==> config.mk <==
export PLATFORM = sky130hd
export DESIGN_NAME = metering_event_status_flags
export DESIGN_NICKNAME = d
export VERILOG_FILES = /design/src/hdl/meter_event_pkg.sv /design/src/hdl/metering_event_status_flags.sv
export SDC_FILE = /design/constraint.sdc
export NUM_CORES = 1
export LEC_CHECK = 0
export ABC_AREA = 1
export BUFFER_PORTS_ARGS = -buffer_cell sky130_fd_sc_hd__buf_2
export CORE_ASPECT_RATIO = 1.25
export CORE_UTILIZATION = 49
export DETAILED_ROUTE_END_ITERATION = 6
export GPL_TIMING_DRIVEN = 0
export PLACE_DENSITY = 0.8
export SLEW_MARGIN = 20
export SYNTH_ARGS = -nofsm -noshare
export SYNTH_HDL_FRONTEND = slang
export SYNTH_SLANG_ARGS = --single-unit
==> constraint.sdc <==
create_clock -name mclk_i -period 1.5 [get_ports mclk_i]
set_clock_uncertainty 0.15 [all_clocks]
set_input_delay 0.15 -clock mclk_i [delete_from_list [all_inputs] [get_ports mclk_i]]
set_output_delay 0.15 -clock mclk_i [all_outputs]
set_load 0.01 [all_outputs]
==> src/hdl/meter_event_pkg.sv <==
// Package with register map, field layout and carrier types of the flags.
package meter_event_pkg;

  localparam int ADDR_W = 16;
  localparam int DATA_W = 32;
  localparam int FLAG_W = 19;
  localparam int SIGN_W = 9;
  localparam int PHASES = 3;

  // Register addresses on the serial register port.
  localparam logic [15:0] ADDR_STATUS = 16'hE502;
  localparam logic [15:0] ADDR_MEAS_MODE = 16'hE700;
  localparam logic [15:0] ADDR_PULSE_MODE = 16'hE610;
  localparam logic [15:0] ADDR_POWER_SIGN = 16'hE617;

  // Status field positions.
  localparam int ST_TOTAL_ACTIVE_HALF = 0;
  localparam int ST_FUND_ACTIVE_HALF = 1;
  localparam int ST_TOTAL_REACTIVE_HALF = 2;
  localparam int ST_FUND_REACTIVE_HALF = 3;
  localparam int ST_APPARENT_HALF = 4;
  localparam int ST_LINE_CYCLE_DONE = 5;
  localparam int ST_ACTIVE_SIGN_BASE = 6;
  localparam int ST_SUM_ONE_SIGN = 9;
  localparam int ST_REACTIVE_SIGN_BASE = 10;
  localparam int ST_SUM_TWO_SIGN = 13;
  localparam int ST_PULSE_BASE = 14;
  localparam int ST_DSP_PASS_DONE = 17;
  localparam int ST_SUM_THREE_SIGN = 18;

  // Power sign register field positions.
  localparam int SG_ACTIVE_BASE = 0;
  localparam int SG_SUM_ONE = 3;
  localparam int SG_REACTIVE_BASE = 4;
  localparam int SG_SUM_TWO = 7;
  localparam int SG_SUM_THREE = 8;

  // Measurement mode and pulse mode fields.
  localparam int MM_ACTIVE_SEL = 0;
  localparam int MM_REACTIVE_SEL = 1;
  localparam int MM_W = 2;
  localparam int PM_SEL_W = 3;
  localparam int PM_DIS_BASE = 9;
  localparam int PM_W = 12;

  localparam logic [31:0] STATUS_RESET = 32'h0000_0000;
  localparam logic [11:0] PULSE_MODE_RESET = 12'h000;

  // Energy accumulator bit 30 values, one bit per phase and kind.
  typedef struct packed {
    logic [PHASES-1:0] total_active;
    logic [PHASES-1:0] fund_active;
    logic [PHASES-1:0] total_reactive;
    logic [PHASES-1:0] fund_reactive;
    logic [PHASES-1:0] apparent;
  } energy_bit30_t;

  // Signs of the power quantities, 1 means negative.
  typedef struct packed {
    logic [PHASES-1:0] total_active;
    logic [PHASES-1:0] fund_active;
    logic [PHASES-1:0] total_reactive;
    logic [PHASES-1:0] fund_reactive;
    logic [PHASES-1:0] sum;
  } power_sign_in_t;

  // Serial register port request.
  typedef struct packed {
    logic wr;
    logic rd;
    logic [ADDR_W-1:0] addr;
    logic [DATA_W-1:0] wdata;
  } reg_req_t;

  // Whole state of the flag block.
  typedef struct packed {
    logic [FLAG_W-1:0] status;
    logic [SIGN_W-1:0] sign;
    logic [MM_W-1:0] meas_mode;
    logic [PM_W-1:0] pulse_mode;
    logic [DATA_W-1:0] rdata;
    logic [5*PHASES-1:0] bit30_prev;
    logic [PHASES-1:0] pulse_prev;
    logic primed;
  } flags_state_t;

endpackage

==> src/hdl/metering_event_status_flags.sv <==
// Event status flags of the polyphase metering engine.
// Functional notes
// - Total active bit 30 change sets bit 0
// - Fundamental active bit 30 change sets bit 1
// - Total reactive bit 30 change sets bit 2
// - Fundamental reactive bit 30 change sets bit 3
// - Apparent energy bit 30 change sets bit 4
// - Line cycle integration end sets bit 5
// - Active sign change sets bits 6 to 8
// - Reactive sign change sets bits 10 to 12
// - Summed power sign change sets 9, 13, 18
// - New signs shown in power sign register
// - Pulse output falling edge sets bits 14-16
// - Pulse flags set even when output disabled
// - Pulse mode fields select pulse power quantities
// - DSP pass completion sets bit 17
// - Status bits 31 to 19 read zero
`timescale 1ns/1ps
module metering_event_status_flags #(
  parameter int PHASES = meter_event_pkg::PHASES
) (
  // Clock and reset
  input wire logic mclk_i,
  input wire logic rst_n_i,
  // Serial register port
  input wire meter_event_pkg::reg_req_t reg_req_i,
  output logic [meter_event_pkg::DATA_W-1:0] reg_rdata_o,
  // Measurement engine events
  input wire meter_event_pkg::energy_bit30_t energy_bit30_i,
  input wire meter_event_pkg::power_sign_in_t power_sign_i,
  input wire logic line_cycle_done_i,
  input wire logic dsp_pass_done_i,
  input wire logic [PHASES-1:0] pulse_output_i,
  // Status and configuration
  output logic [meter_event_pkg::FLAG_W-1:0] event_status_o,
  output logic [meter_event_pkg::SIGN_W-1:0] power_sign_o,
  output logic [meter_event_pkg::MM_W-1:0] meas_mode_o,
  output logic [PHASES*meter_event_pkg::PM_SEL_W-1:0] pulse_power_select_o,
  output logic [PHASES-1:0] pulse_disable_o
);

  meter_event_pkg::flags_state_t s_q;
  meter_event_pkg::flags_state_t s_d;

  meter_event_pkg::energy_bit30_t bit30_prev;
  logic [PHASES-1:0] act_sel;
  logic [PHASES-1:0] react_sel;
  logic [meter_event_pkg::SIGN_W-1:0] sign_new;
  logic [meter_event_pkg::FLAG_W-1:0] set_ev;
  logic [meter_event_pkg::FLAG_W-1:0] clr_ev;

  function automatic logic hit(input logic [15:0] a, input logic [15:0] b);
    hit = (a == b);
  endfunction

  function automatic logic flip(input logic [PHASES-1:0] now,
                                input logic [PHASES-1:0] prev);
    flip = |(now ^ prev);
  endfunction

  // The previous accumulator sample is kept flat in the state word.
  assign bit30_prev = s_q.bit30_prev;

  always_comb begin
    s_d = s_q;
    // Sign source chosen per mode bit.
    act_sel = s_q.meas_mode[meter_event_pkg::MM_ACTIVE_SEL] ?
      power_sign_i.fund_active : power_sign_i.total_active;
    react_sel = s_q.meas_mode[meter_event_pkg::MM_REACTIVE_SEL] ?
      power_sign_i.fund_reactive : power_sign_i.total_reactive;
    sign_new = {power_sign_i.sum[2], power_sign_i.sum[1], react_sel,
                power_sign_i.sum[0], act_sel};
    set_ev = '0;
    // Accumulator edges count only once the previous copy is valid.
    if (s_q.primed) begin
      set_ev[meter_event_pkg::ST_TOTAL_ACTIVE_HALF] =
        flip(energy_bit30_i.total_active, bit30_prev.total_active);
      set_ev[meter_event_pkg::ST_FUND_ACTIVE_HALF] =
        flip(energy_bit30_i.fund_active, bit30_prev.fund_active);
      set_ev[meter_event_pkg::ST_TOTAL_REACTIVE_HALF] =
        flip(energy_bit30_i.total_reactive,
             bit30_prev.total_reactive);
      set_ev[meter_event_pkg::ST_FUND_REACTIVE_HALF] =
        flip(energy_bit30_i.fund_reactive, bit30_prev.fund_reactive);
      set_ev[meter_event_pkg::ST_APPARENT_HALF] =
        flip(energy_bit30_i.apparent, bit30_prev.apparent);
    end
    set_ev[meter_event_pkg::ST_LINE_CYCLE_DONE] = line_cycle_done_i;
    set_ev[meter_event_pkg::ST_DSP_PASS_DONE] = dsp_pass_done_i;
    for (int i = 0; i < PHASES; i++) begin
      set_ev[meter_event_pkg::ST_ACTIVE_SIGN_BASE + i] =
        sign_new[meter_event_pkg::SG_ACTIVE_BASE + i] ^
        s_q.sign[meter_event_pkg::SG_ACTIVE_BASE + i];
      set_ev[meter_event_pkg::ST_REACTIVE_SIGN_BASE + i] =
        sign_new[meter_event_pkg::SG_REACTIVE_BASE + i] ^
        s_q.sign[meter_event_pkg::SG_REACTIVE_BASE + i];
      // Disable bits are deliberately not consulted here.
      set_ev[meter_event_pkg::ST_PULSE_BASE + i] =
        s_q.pulse_prev[i] & ~pulse_output_i[i];
    end
    set_ev[meter_event_pkg::ST_SUM_ONE_SIGN] =
      sign_new[meter_event_pkg::SG_SUM_ONE] ^
      s_q.sign[meter_event_pkg::SG_SUM_ONE];
    set_ev[meter_event_pkg::ST_SUM_TWO_SIGN] =
      sign_new[meter_event_pkg::SG_SUM_TWO] ^
      s_q.sign[meter_event_pkg::SG_SUM_TWO];
    set_ev[meter_event_pkg::ST_SUM_THREE_SIGN] =
      sign_new[meter_event_pkg::SG_SUM_THREE] ^
      s_q.sign[meter_event_pkg::SG_SUM_THREE];

    clr_ev = '0;
    if (reg_req_i.wr) begin
      if (hit(reg_req_i.addr, meter_event_pkg::ADDR_STATUS)) begin
        clr_ev = reg_req_i.wdata[meter_event_pkg::FLAG_W-1:0];
      end else if (hit(reg_req_i.addr, meter_event_pkg::ADDR_MEAS_MODE)) begin
        s_d.meas_mode = reg_req_i.wdata[meter_event_pkg::MM_W-1:0];
      end else if (hit(reg_req_i.addr, meter_event_pkg::ADDR_PULSE_MODE)) begin
        s_d.pulse_mode = reg_req_i.wdata[meter_event_pkg::PM_W-1:0];
      end
    end
    // A new event in the clearing cycle keeps its flag.
    s_d.status = (s_q.status & ~clr_ev) | set_ev;
    s_d.sign = sign_new;
    s_d.bit30_prev = energy_bit30_i;
    s_d.pulse_prev = pulse_output_i;
    s_d.primed = 1'b1;

    if (reg_req_i.rd) begin
      if (hit(reg_req_i.addr, meter_event_pkg::ADDR_STATUS)) begin
        s_d.rdata = {{(meter_event_pkg::DATA_W-meter_event_pkg::FLAG_W){1'b0}},
                     s_q.status};
      end else if (hit(reg_req_i.addr, meter_event_pkg::ADDR_MEAS_MODE)) begin
        s_d.rdata = {{(meter_event_pkg::DATA_W-meter_event_pkg::MM_W){1'b0}},
                     s_q.meas_mode};
      end else if (hit(reg_req_i.addr, meter_event_pkg::ADDR_PULSE_MODE)) begin
        s_d.rdata = {{(meter_event_pkg::DATA_W-meter_event_pkg::PM_W){1'b0}},
                     s_q.pulse_mode};
      end else if (hit(reg_req_i.addr, meter_event_pkg::ADDR_POWER_SIGN)) begin
        s_d.rdata = {{(meter_event_pkg::DATA_W-meter_event_pkg::SIGN_W){1'b0}},
                     s_q.sign};
      end else begin
        s_d.rdata = '0;
      end
    end
  end

  always_ff @(posedge mclk_i) begin
    if (!rst_n_i) begin
      s_q <= '0;
      s_q.status <= meter_event_pkg::STATUS_RESET[meter_event_pkg::FLAG_W-1:0];
      s_q.pulse_mode <= meter_event_pkg::PULSE_MODE_RESET;
      s_q.pulse_prev <= '1;
    end else begin
      s_q <= s_d;
    end
  end

  assign reg_rdata_o = s_q.rdata;
  assign event_status_o = s_q.status;
  assign power_sign_o = s_q.sign;
  assign meas_mode_o = s_q.meas_mode;
  assign pulse_power_select_o =
    s_q.pulse_mode[PHASES*meter_event_pkg::PM_SEL_W-1:0];
  assign pulse_disable_o =
    s_q.pulse_mode[meter_event_pkg::PM_DIS_BASE +: PHASES];

endmodule

After elaboration in Yosys (flattened, before gate mapping)
Index checks and enable logic that the tools add are counted.
{ "word_totals": {"reg_bits": 93, "out_inout_bits": 74, "wordCells": 54} }
{ "op_classes": {"eq_ne": 4, "n_mux": 10, "bitwise": 25, "n_reduce_logical": 7} }
{ "op_table": {"columns": ["operator", "count"], "rows": [
  ["16-bit equality test, second input constant", 4],
  ["19-bit two-way mux", 3],
  ["12-bit two-way mux", 2],
  ["19-bit AND", 1],
  ["19-bit inverter", 1],
  ["19-bit OR", 1],
  ["3-bit OR reduction", 5],
  ["3-bit XOR", 5],
  ["9-bit two-way mux", 1],
  ["1-bit XOR", 9],
  ["3-bit two-way mux", 2],
  ["5-bit two-way mux", 1],
  ["1-bit inverter", 5],
  ["4-bit AND reduction", 1],
  ["1-bit AND", 3],
  ["3-bit AND reduction", 1],
  ["1-bit two-way mux", 1]
]} }

Depth between registers and ports, before layout
Gate-level depths: netlist (run 1).
{ "depth": {"word_depth": 6, "ltp_mapped": 11} }

Worst setup path after synthesis (run 1)
Ideal clock, no wire load.
{ "synth_timing": {"path_kind": "input to register", "start": "input port reg_req_i[39] (netlist name)", "end": "register s_q (netlist bit event_status_o[6])", "setup_time_ns": 0.132, "arrival_ns": 1.011, "setup_slack_ns": 0.207, "path_stages": 7, "cell_sequence": "nor2_2 > nand2_1 > nor2_4 > nand2_4 > buf_6 > o31ai_1 > a21oi_1"} }
{ "synth_via": {"elab_chain_len": 6} }
{ "synth_rtl": {"columns": ["item", "line_no", "text"], "rows": [
  ["start, declared", "metering_event_status_flags.sv:26", "input wire meter_event_pkg::reg_req_t reg_req_i,"],
  ["16-bit equality test", "metering_event_status_flags.sv:53", "hit = (a == b);"],
  ["19-bit two-way mux", "metering_event_status_flags.sv:113", "if (hit(reg_req_i.addr, meter_event_pkg::ADDR_STATUS)) begin"],
  ["19-bit two-way mux", "metering_event_status_flags.sv:112", "if (reg_req_i.wr) begin"],
  ["19-bit inverter", "metering_event_status_flags.sv:122", "s_d.status = (s_q.status & ~clr_ev) | set_ev;"],
  ["19-bit AND", "metering_event_status_flags.sv:122", null],
  ["19-bit OR", "metering_event_status_flags.sv:122", null],
  ["end, declared", "metering_event_status_flags.sv:42", "meter_event_pkg::flags_state_t s_q;"]
]} }
Every way passes these cells.
A chain may end at the register's enable or synchronous reset.

Worst setup path in the final report (run 1)
{ "layout_timing": {"start": "input port energy_bit30_i[14] (netlist name)", "end": "register s_q (netlist bit event_status_o[0])"} }
{ "layout_via": {"elab_chain_len": 4} }
{ "layout_rtl": {"columns": ["item", "line_no", "text"], "rows": [
  ["start, declared", "metering_event_status_flags.sv:29", "input wire meter_event_pkg::energy_bit30_t energy_bit30_i,"],
  ["3-bit XOR", "metering_event_status_flags.sv:58", "flip = |(now ^ prev);"],
  ["3-bit OR reduction", "metering_event_status_flags.sv:58", null],
  ["5-bit two-way mux", "metering_event_status_flags.sv:75", "if (s_q.primed) begin"],
  ["19-bit OR", "metering_event_status_flags.sv:122", null]
]} }
Every way passes these cells.

==> impl_metrics.yaml, run 1 <==
status:
  outcome: "complete, but fails checks"
  violations: "design-rule violations, negative setup slack"
floorplanning:
  die_area_um2: 8880
  chipWidth_um: 84.5
  rows: 37
  core_um2: 8240
  initial_core_util: 0.506
  ioPinCount: 161
  dieHeight_um: 105
pwr:
  power.density_nw_per_um2: 834
  leakage_nw: 3.03
  vdd_drop_max_mv: 1.15
drt:
  drc: 10
  dr.pass1.iters: 7
  first_iter_violations: 293
  drt-total-wl_mm: 12.2
  post_drt_wl_per_cell_um: 14.6
  final_antenna_net_count: 0
  vias_per_cell: 4.88
  vias: 4067
timing:
  max_freq_mhz: 665
  hold_slack_ns: 0.0196
  finalSetupViolCount: 1
  fin_ws_ns: -0.00303
  finalSetupTns_ns: -0.00303
  period_share: 1.00
  rsz0062_at_grt: "false"
  finalHoldViolations: 0
  slew_violations: 0
  period_needed_ns: 1.50
  max_slew_margin: 0.572
  tightestPinTransition_ns: 0.642
finish:
  syn_to_final_growth_pct: 37.3
  drive_gt1_frac: 0.385
  final_cell_mix: "buf_2 (139), nand2_1 (92), dfxtp_1 (78)"
  layout_commonest_cell: "buf_2"
  instances_no_fill: 833
  stdcell_area_um2: 5720
  antenna_cells: 0
  fin_nets: 818
setup_path:
  cpPeakStageDelay_ns: 0.55
  ff2ff_path_depth: 3
  crit_family: "buffers and inverters"
  arrival_ns: 1.57
  cp.depth: 5
  critPathKind: "in -> reg"
  worstPathMaxFanout: 2
  cp_data_required_time_ns: 1.57
  critPathCaptureType: "flip-flop"
  cp_slowest_cell: "dlygate4sd3_1"
  crit_buf_inv: 2
  path_cells: "dlygate4sd3_1, buf_2, xor2_1, o31ai_1, a21oi_1"
  cp-start-kind: "primary input"
logic_synthesis:
  ys.warnings.count: 0
  synthFlopType: "dfxtp_1"
  ys_seq_area_frac: 0.384
  synth_top_family_by_area: "buffers and inverters"
  synth_xor_area_frac: 0.0505
  synth-async-reset-ratio: 0
  synthAdderAreaFrac: 0
  synthSimpleGateAreaFrac: 0.162
  synthCells: 525
  synthTopCellsByArea: "dfxtp_1 (38%), buf_4 (14%), nand2_1 (8.3%), inv_1 (5.8%), xor2_1 (4.4%)"
  ys_types: 33
  muxShareOfSynthArea: 0.0144
  synth-seq-cells: 80
  synth-compound-area-share: 0.161
  synth_top_area_share: 0.384
  synth_edf_count: 0
  synth_area_um2: 4170
  avgSynthCellArea_um2: 7.94
  synth_area_leader_cell: "dfxtp_1"
clock_tree:
  cts_max_level: 3
  insertion_delay_ns: 0.35
  tritoncts: "done"
  clock_path_buffers: 2
  path_clk_slew_ns: 0.08
  cts_made_buffers: 9
  postCtsSetupBuffers: 0
  clock_sinks: 80
  clockRootBuffer: "clkbuf_8"
global_route:
  overflow: 0
  grt_pass1_wl_mm: 19.2
  antenna_found_initial: 0
  grt_max_degree: 14
  grt_usage: 0.280
  first_global_vias: 4229
placement:
  port_buffers: 132
  finalWeightedCongestion: 0.822
  detailed_place.area_um2: 4990
  place_hpwl_mm: 7.89
  dp.cells: 766
min_path:
  hp-class: "in -> reg"
  min_path_cells: 4
flow_run:
  drv_cap: 0
-- cells in the mapped netlist, drive strengths merged (3+ instances only) --
cell type / instances
o211ai: 3
a31oi: 7
nand2: 95
or2: 3
xnor2: 3
clkbuf: 9
nor2: 30
xor2: 21
nand3: 15
mux2i: 6
dfxtp: 80
o31ai: 17
inv: 71
a21oi: 37
o21ai: 36
buf: 86
-- metrics by stage --
stage	util	total power, mW	setup WS, ns
6_report	0.694	4.77	-0.00303
5_1_grt	0.694	4.97	0.0121
4_1_cts	0.694	4.75	0.0321
3_5_place_dp	0.606	3.08	-0.0970
3_3_place_gp	0.606	3.05	-0.0405
2_1_floorplan	-	2.80	0.207
-- where the power goes --
| group | total [mW] | switching, mW | internal [mW] |
|---|---|---|---|
| sequential | 2.31 | 0.0796 | 2.23 |
| combinational | 0.857 | 0.405 | 0.452 |
| clock | 1.60 | 0.786 | 0.819 |
| total | 4.77 | 1.27 | 3.50 |
-- worst paths after layout --
| check | start | end | slack [ns] |
|---|---|---|---|
| min reg2reg | s_q[1] | event_status_o[14] | 0.30 |
| max reg2reg | meas_mode_o[0] | event_status_o[8] | 0.16 |
| min | reg_req_i[12] | event_status_o[12] | 0.02 |
| max | energy_bit30_i[14] | event_status_o[0] | -0.003 |
-- registers in the layout, summed over array words and instances, names as in the netlist --
name and count:
event_status_o 19, reg_rdata_o 19, bit30_prev 15, power_sign_o 9
pulse_power_select_o 9, s_q 4, pulse_disable_o 3, meas_mode_o 2
-- worst register-to-register path, stage by stage (launching register included) --
cell and delay (ns):
dfxtp_2 0.44, mux2i_2 0.34, xor2_1 0.19, a21oi_1 0.08
-- kinds of logic (layout without fill, tap and decap cells) --
kind of cell | count (synthesis) | after routing
buffers and inverters | 167 | 366
and+or+nand+nor | 146 | 146
AOI/OAI and AO/OA | 101 | 101
DFF | 80 | 80
xor gates and xnor gates | 24 | 24
muxes | 6 | 6
other | 1 | 13
-- metal layers --
layer,vias up,GRT usage,share of wire
li1,1969,-,-
met1,1891,0.278,0.36
met2,173,0.536,0.54
met3,34,0.0632,0.062
met4,0,0.145,0.032
met5,-,0,0
-- cell type report --
| class | instances | area, um^2 |
|---|---|---|
| clock inverter | 4 | 53.8 |
| sequential | 80 | 1600 |
| fill | 679 | 2520 |
| multi-input combinational | 290 | 1670 |
| buffer | 93 | 666 |
| clock buffer | 12 | 145 |
| tap | 97 | 121 |
| inverter | 72 | 270 |
| timing repair buffer | 185 | 1190 |
-- what timing repair did --
item | 4_1_cts | 5_1_grt
pin swaps | 0 | 0
gates cloned | 0 | 0
endpoints found under the hold margin | 50 | 0
gates resized for setup | 0 | 3
setup endpoints to repair | 4 | 5
hold buffers | 53 | 0
Power figures use the tool's default switching activity.
==> run 2: changes to the inputs <==
Settings changed: PLACE_DENSITY 0.8 to unset, PLACE_DENSITY_LB_ADDON set to 0.2, SLEW_MARGIN 20 to unset.
Clock period 1.5 ns to 1.7 ns, I/O delays scaled along.
==> run 2 against run 1 <==
  * The run ends with design-rule violations left
  * Via count shrank 4.3%
  * Flip-flop and latch count is the same
  * Sequential power fell by 12%
  * Die area did not move
  * Combinational power fell by 15%
  * Largest power group unchanged
==> impl_metrics.yaml, run 2 (synthesized netlist as in run 1, its figures left out) <==
floorplanning:
  die_area_um2: 8880
  rows: 37
  chipWidth_um: 84.5
  dieHeight_um: 105
  core_um2: 8240
  ioPinCount: 161
  initial_core_util: 0.506
drt:
  drt-total-wl_mm: 10.9
  first_iter_violations: 210
  dr.pass1.iters: 7
  vias: 3892
  vias_per_cell: 4.69
  final_antenna_net_count: 0
  post_drt_wl_per_cell_um: 13.1
  drc: 10
global_route:
  grt_max_degree: 14
  grt_pass1_wl_mm: 17.6
  antenna_found_initial: 0
  grt_usage: 0.255
  first_global_vias: 3955
  overflow: 0
clock_tree:
  tritoncts: "done"
  clock_sinks: 80
  path_clk_slew_ns: 0.08
  cts_max_level: 3
  cts_made_buffers: 9
  postCtsSetupBuffers: 0
  insertion_delay_ns: 0.36
  clockRootBuffer: "clkbuf_8"
  clock_path_buffers: 2
setup_path:
  arrival_ns: 1.75
  timing.critical_path.mode_cell: "buf_2"
  crit_family: "buffers and inverters"
  cp_data_required_time_ns: 1.84
  cp-start-kind: "primary input"
  crit_buf_inv: 4
  path_cells: "dlygate4sd3_1, buf_2, buf_2, clkbuf_1, o21ai_0, a21oi_1"
  cp_slowest_cell: "dlygate4sd3_1"
  worstPathMaxFanout: 10
  critPathKind: "in -> reg"
  cpPeakStageDelay_ns: 0.54
  critPathCaptureType: "flip-flop"
placement:
  dp.cells: 766
  preCtsSetupSlack_ns: 0.0880
  place_hpwl_mm: 7.75
  finalWeightedCongestion: 0.807
  port_buffers: 132
timing:
  tightestPinTransition_ns: 0.513
  fin_ws_ns: 0.0863
  slew_violations: 0
  finalSetupViolCount: 0
  period_share: 0.949
  period_needed_ns: 1.61
  max_freq_mhz: 620
  hold_slack_ns: 0.00942
  rsz0062_at_grt: "true"
  max_slew_margin: 0.658
  finalHoldViolations: 0
pwr:
  total_power_mw: 4.02
  power.density_nw_per_um2: 712
  vdd_drop_max_mv: 0.706
  p_int_mw: 2.92
  leakage_nw: 3.00
  p_sw_mw: 1.10
  comb_power_share: 0.180
  sw_frac_of_total: 0.272
  p_clk_frac: 0.312
  p_seq_frac: 0.507
finish:
  layout_commonest_cell: "buf_2"
  antenna_cells: 0
  fin_nets: 814
  syn_to_final_growth_pct: 35.5
  instances_no_fill: 829
  final_core_util: 0.685
  drive_gt1_frac: 0.391
  final_cell_mix: "buf_2 (139), nand2_1 (92), dfxtp_1 (80)"
flow_run:
  drv_cap: 0
status:
  outcome: "complete, but fails checks"
  violations: "design-rule violations"
min_path:
  hp-class: "in -> reg"
==> run 2: cell count changes in the layout (fill, tap and decap cells not counted) <==
cell | previous run | this run
bufinv_16 | 1 | 0
mux2i_2 | 1 | 0
clkbuf_1 | 9 | 5
clkbuf_2 | 0 | 5
clkinv_2 | 0 | 2
dfxtp_1 | 78 | 80
dlygate4sd3_1 | 53 | 47
clkinvlp_4 | 2 | 3
mux2i_1 | 5 | 6
dfxtp_2 | 2 | 0
clkinv_4 | 1 | 0
==> run 2: layout make-up <==
type                    count  area, um^2
multi-input cells         290        1670
flip-flops and latches     80        1600
plain buffers              95         679
clock inverters             5        32.5
inverters                  72         270
clock buffers              11         141
fillers                   691        2600
repair buffers            179        1130
well taps                  97         121
==> run 2: through the flow <==
stage	TNS [ns]	cell area (um^2)
finish	0	5640
global route	-0.0142	5640
CTS	0	5640
detailed placement	0	4990
global placement	0	4990
floorplan	0	4210
==> run 2: worst paths after layout <==
| check | to | slack [ns] | start | depth (start not counted) |
|---|---|---|---|---|
| setup reg to reg | event_status_o[8] | 0.17 | meas_mode_o[0] | 4 |
| hold / removal | power_sign_o[2] | 0.009 | power_sign_i[14] | 3 |
| setup / recovery | reg_rdata_o[13] | 0.09 | rst_n_i | 6 |
| hold reg to reg | event_status_o[15] | 0.30 | s_q[2] | 2 |
==> run 2: power by group through the flow <==
| stage | combinational [mW] | sequential, mW | clock (mW) |
|---|---|---|---|
| after floorplan | 0.407 | 2.06 | 0 |
| after global placement | 0.621 | 2.08 | 0 |
| after detailed placement | 0.632 | 2.08 | 0 |
| after CTS | 0.718 | 2.04 | 1.27 |
| after global routing | 0.798 | 2.05 | 1.33 |
| final | 0.725 | 2.04 | 1.26 |
==> run 2: tightest hold or removal path, stage by stage <==
cell and delay (ns):
buf_2 0.08, mux2i_1 0.11, nor2_1 0.11
==> run 2: timing repair <==
action,CTS,global route
gates resized for setup,0,10
hold buffers,47,0
hold endpoints to repair,46,0
setup endpoints to repair,0,27
==> run 2: routing by layer <==
| metal | vias to the layer above | share of wire | GRT usage | wire length, um |
|---|---|---|---|---|
| met3 | 26 | 0.060 | 0.0419 | 652 |
| met5 | - | 0 | 0 | 0 |
| met4 | 0 | 0.028 | 0.125 | 305 |
| met2 | 141 | 0.54 | 0.481 | 5850 |
| met1 | 1759 | 0.38 | 0.271 | 4100 |
| li1 | 1966 | - | - | - |
==> run 3: changes to the inputs <==
Settings changed: ABC_AREA 1 to unset, CORE_UTILIZATION 49 to 29, PLACE_DENSITY_LB_ADDON 0.2 to unset.
==> run 3 against run 2 <==
  * Routed wire length is 18% higher
  * Critical path depth is 1 higher
  * Final area is 3.1% higher
  * Global-route usage is 7.2 points lower
  * Largest power group is now the clock network
  * Flip-flop and latch count stayed put
  * Via count is 2.6% higher
  * Final cell count is 2.9% higher
  * The flow finishes with violations (design-rule violations, negative hold slack)
  * Hold slack worse by 0.011 ns
  * Combinational power is 5.4% lower
  * Critical path type unchanged
==> impl_metrics.yaml, run 3 <==
status:
  outcome: "complete, but fails checks"
  violations: "design-rule violations, negative hold slack"
setup_path:
  ff2ff_path_depth: 4
  reg2reg_to: "event_status_o[7]"
  rr_startpoint: "meas_mode_o[0]"
  worstPathMaxFanout: 10
  path_cells: "buf_2, buf_2, nor2b_4, nand2_4, nor3_4, a31oi_1, dlygate4sd3_1"
  cpPeakStageDelay_ns: 0.56
  arrival_ns: 1.70
  cp_data_required_time_ns: 1.78
  ff2ff_setup_slack_ns: 0.12
  cp.depth: 7
  critPathKind: "in -> reg"
  crit_family: "buffers and inverters"
  crit_buf_inv: 3
  cp-start-kind: "primary input"
  cp_slowest_cell: "dlygate4sd3_1"
  timing.critical_path.mode_cell: "buf_2"
  critPathCaptureType: "flip-flop"
  startpoint: "reg_req_i[41]"
  worstSetupEndpoint: "event_status_o[17]"
clock_tree:
  clock_path_buffers: 2
  clock_sinks: 80
  path_clk_slew_ns: 0.06
  cts_made_buffers: 9
  cts_max_level: 3
  clockRootBuffer: "clkbuf_16"
  insertion_delay_ns: 0.35
  tritoncts: "done"
floorplanning:
  ioPinCount: 161
  rows: 48
  chipWidth_um: 108
  core_um2: 13800
  initial_core_util: 0.296
  dieHeight_um: 135
  die_area_um2: 14600
timing:
  period_share: 0.953
  period_needed_ns: 1.62
  max_slew_margin: 0.573
  finalSetupTns_ns: 0
  hold_slack_ns: -0.00153
  finalHoldViolations: 1
  tightestPinTransition_ns: 0.641
  fin_ws_ns: 0.0799
  max_freq_mhz: 617
  slew_violations: 0
  finalSetupViolCount: 0
  rsz0062_at_grt: "false"
logic_synthesis:
  ys.warnings.count: 0
  synth_top_area_share: 0.392
  synth-async-reset-ratio: 0
  synth_edf_count: 0
  ys_top_cells_by_count: "buf_4 (80), dfxtp_1 (80), nand3_1 (53)"
  synth_area_um2: 4090
  ys_seq_area_frac: 0.392
  ys_types: 35
  avgSynthCellArea_um2: 8.68
  synthFlopType: "dfxtp_1"
  synth_area_leader_cell: "dfxtp_1"
  synth-seq-cells: 80
  synthTopCellsByArea: "dfxtp_1 (39%), buf_4 (15%), nand3_1 (6.5%), o21ai_0 (5.1%), xor2_1 (3.9%)"
  synthCells: 471
drt:
  drc: 1
  final_antenna_net_count: 0
  first_iter_violations: 183
  vias: 3993
  post_drt_wl_per_cell_um: 15.1
  vias_per_cell: 4.68
  dr.pass1.iters: 7
  drt-total-wl_mm: 12.9
global_route:
  grt_pass1_wl_mm: 19.7
  grt_usage: 0.183
  grt_max_degree: 13
  overflow: 0
  first_global_vias: 3824
  antenna_found_initial: 0
flow_run:
  drv_cap: 0
pwr:
  p_int_mw: 3.66
  p_sw_mw: 1.14
  vdd_drop_max_mv: 0.368
  comb_power_share: 0.143
  p_clk_frac: 0.435
  leakage_nw: 2.67
  sw_frac_of_total: 0.238
  power.density_nw_per_um2: 826
  p_seq_frac: 0.422
placement:
  preCtsSetupSlack_ns: -0.0492
  finalWeightedCongestion: 0.840
  port_buffers: 134
  place_hpwl_mm: 9.86
  dp.cells: 792
finish:
  fin_nets: 760
  drive_gt1_frac: 0.360
  instances_no_fill: 853
  layout_commonest_cell: "buf_2"
  final_cell_mix: "buf_2 (142), buf_4 (81), dfxtp_1 (80)"
  syn_to_final_growth_pct: 42.4
  antenna_cells: 0
min_path:
  min_path_cells: 3
  hp-class: "in -> reg"
-- run 3: worst reg2reg max path, stage by stage (launching register included) --
cell	delay, ns
dfxtp_1	0.54
mux2i_1	0.39
xnor2_1	0.19
o21ai_0	0.10
a21oi_1	0.15
-- run 3: cell families (layout without fill, tap and decap cells) --
kind of cell,count (synthesis),count (layout),synth area share
compound gates,117,117,0.173
simple gates,128,128,0.183
buf+inv,115,310,0.185
other cells,1,13,0.000917
xor+xnor,24,24,0.0514
mux,6,6,0.0147
flops,80,80,0.392
-- run 3: layer usage --
metal / global-route usage / share of wire / vias to the layer above
met5: 0 / 0 / -
li1: - / - / 1940
met1: 0.212 / 0.39 / 1879
met4: 0.101 / 0.033 / 0
met2: 0.316 / 0.51 / 147
met3: 0.0304 / 0.063 / 27
-- run 3: stage by stage --
stage / power (mW) / instance area (um^2) / util
floorplan: 2.41 / 4130 / -
detailed placement: 2.67 / 5020 / 0.364
global placement: 2.66 / 5020 / 0.364
CTS: 4.84 / 5790 / 0.419
global route: 5.01 / 5820 / 0.421
finish: 4.81 / 5820 / 0.421
-- run 3: cell type report --
| cell class | count | area [um^2] |
|---|---|---|
| clock buffer | 13 | 250 |
| inverter | 11 | 41.3 |
| sequential | 80 | 1600 |
| multi-input combinational | 288 | 1800 |
| clock inverter | 3 | 65.1 |
| fill | 1420 | 7990 |
| timing repair buffer | 181 | 1140 |
| buffer | 102 | 708 |
| tap | 175 | 219 |
-- run 3: worst min-delay path by stage --
stage / from / end / slack (ns)
after floorplan: rst_n_i / s_q[0] / 0.05
after global placement: reg_req_i[17] / event_status_o[17] / 0.22
after detailed placement: reg_req_i[17] / event_status_o[17] / 0.23
after CTS: rst_n_i / s_q[1] / 0.003
after global routing: reg_req_i[18] / event_status_o[18] / 0.01
final: power_sign_i[7] / power_sign_o[5] / -0.002
-- run 3: repair_timing --
action | 4_1_cts | 5_1_grt
setup endpoints to repair | 5 | 1
resized for setup | 0 | 4
pin swaps | 0 | 1
hold buffers | 46 | 0
setup buffers | 0 | 1
endpoints found under the hold margin | 51 | 0
-- run 3: power by group through the flow --
stage	combinational (mW)	clock, mW	sequential [mW]
2_1_floorplan	0.362	0	2.05
3_3_place_gp	0.588	0	2.07
3_5_place_dp	0.599	0	2.07
4_1_cts	0.684	2.13	2.03
5_1_grt	0.750	2.21	2.04
6_report	0.686	2.09	2.03
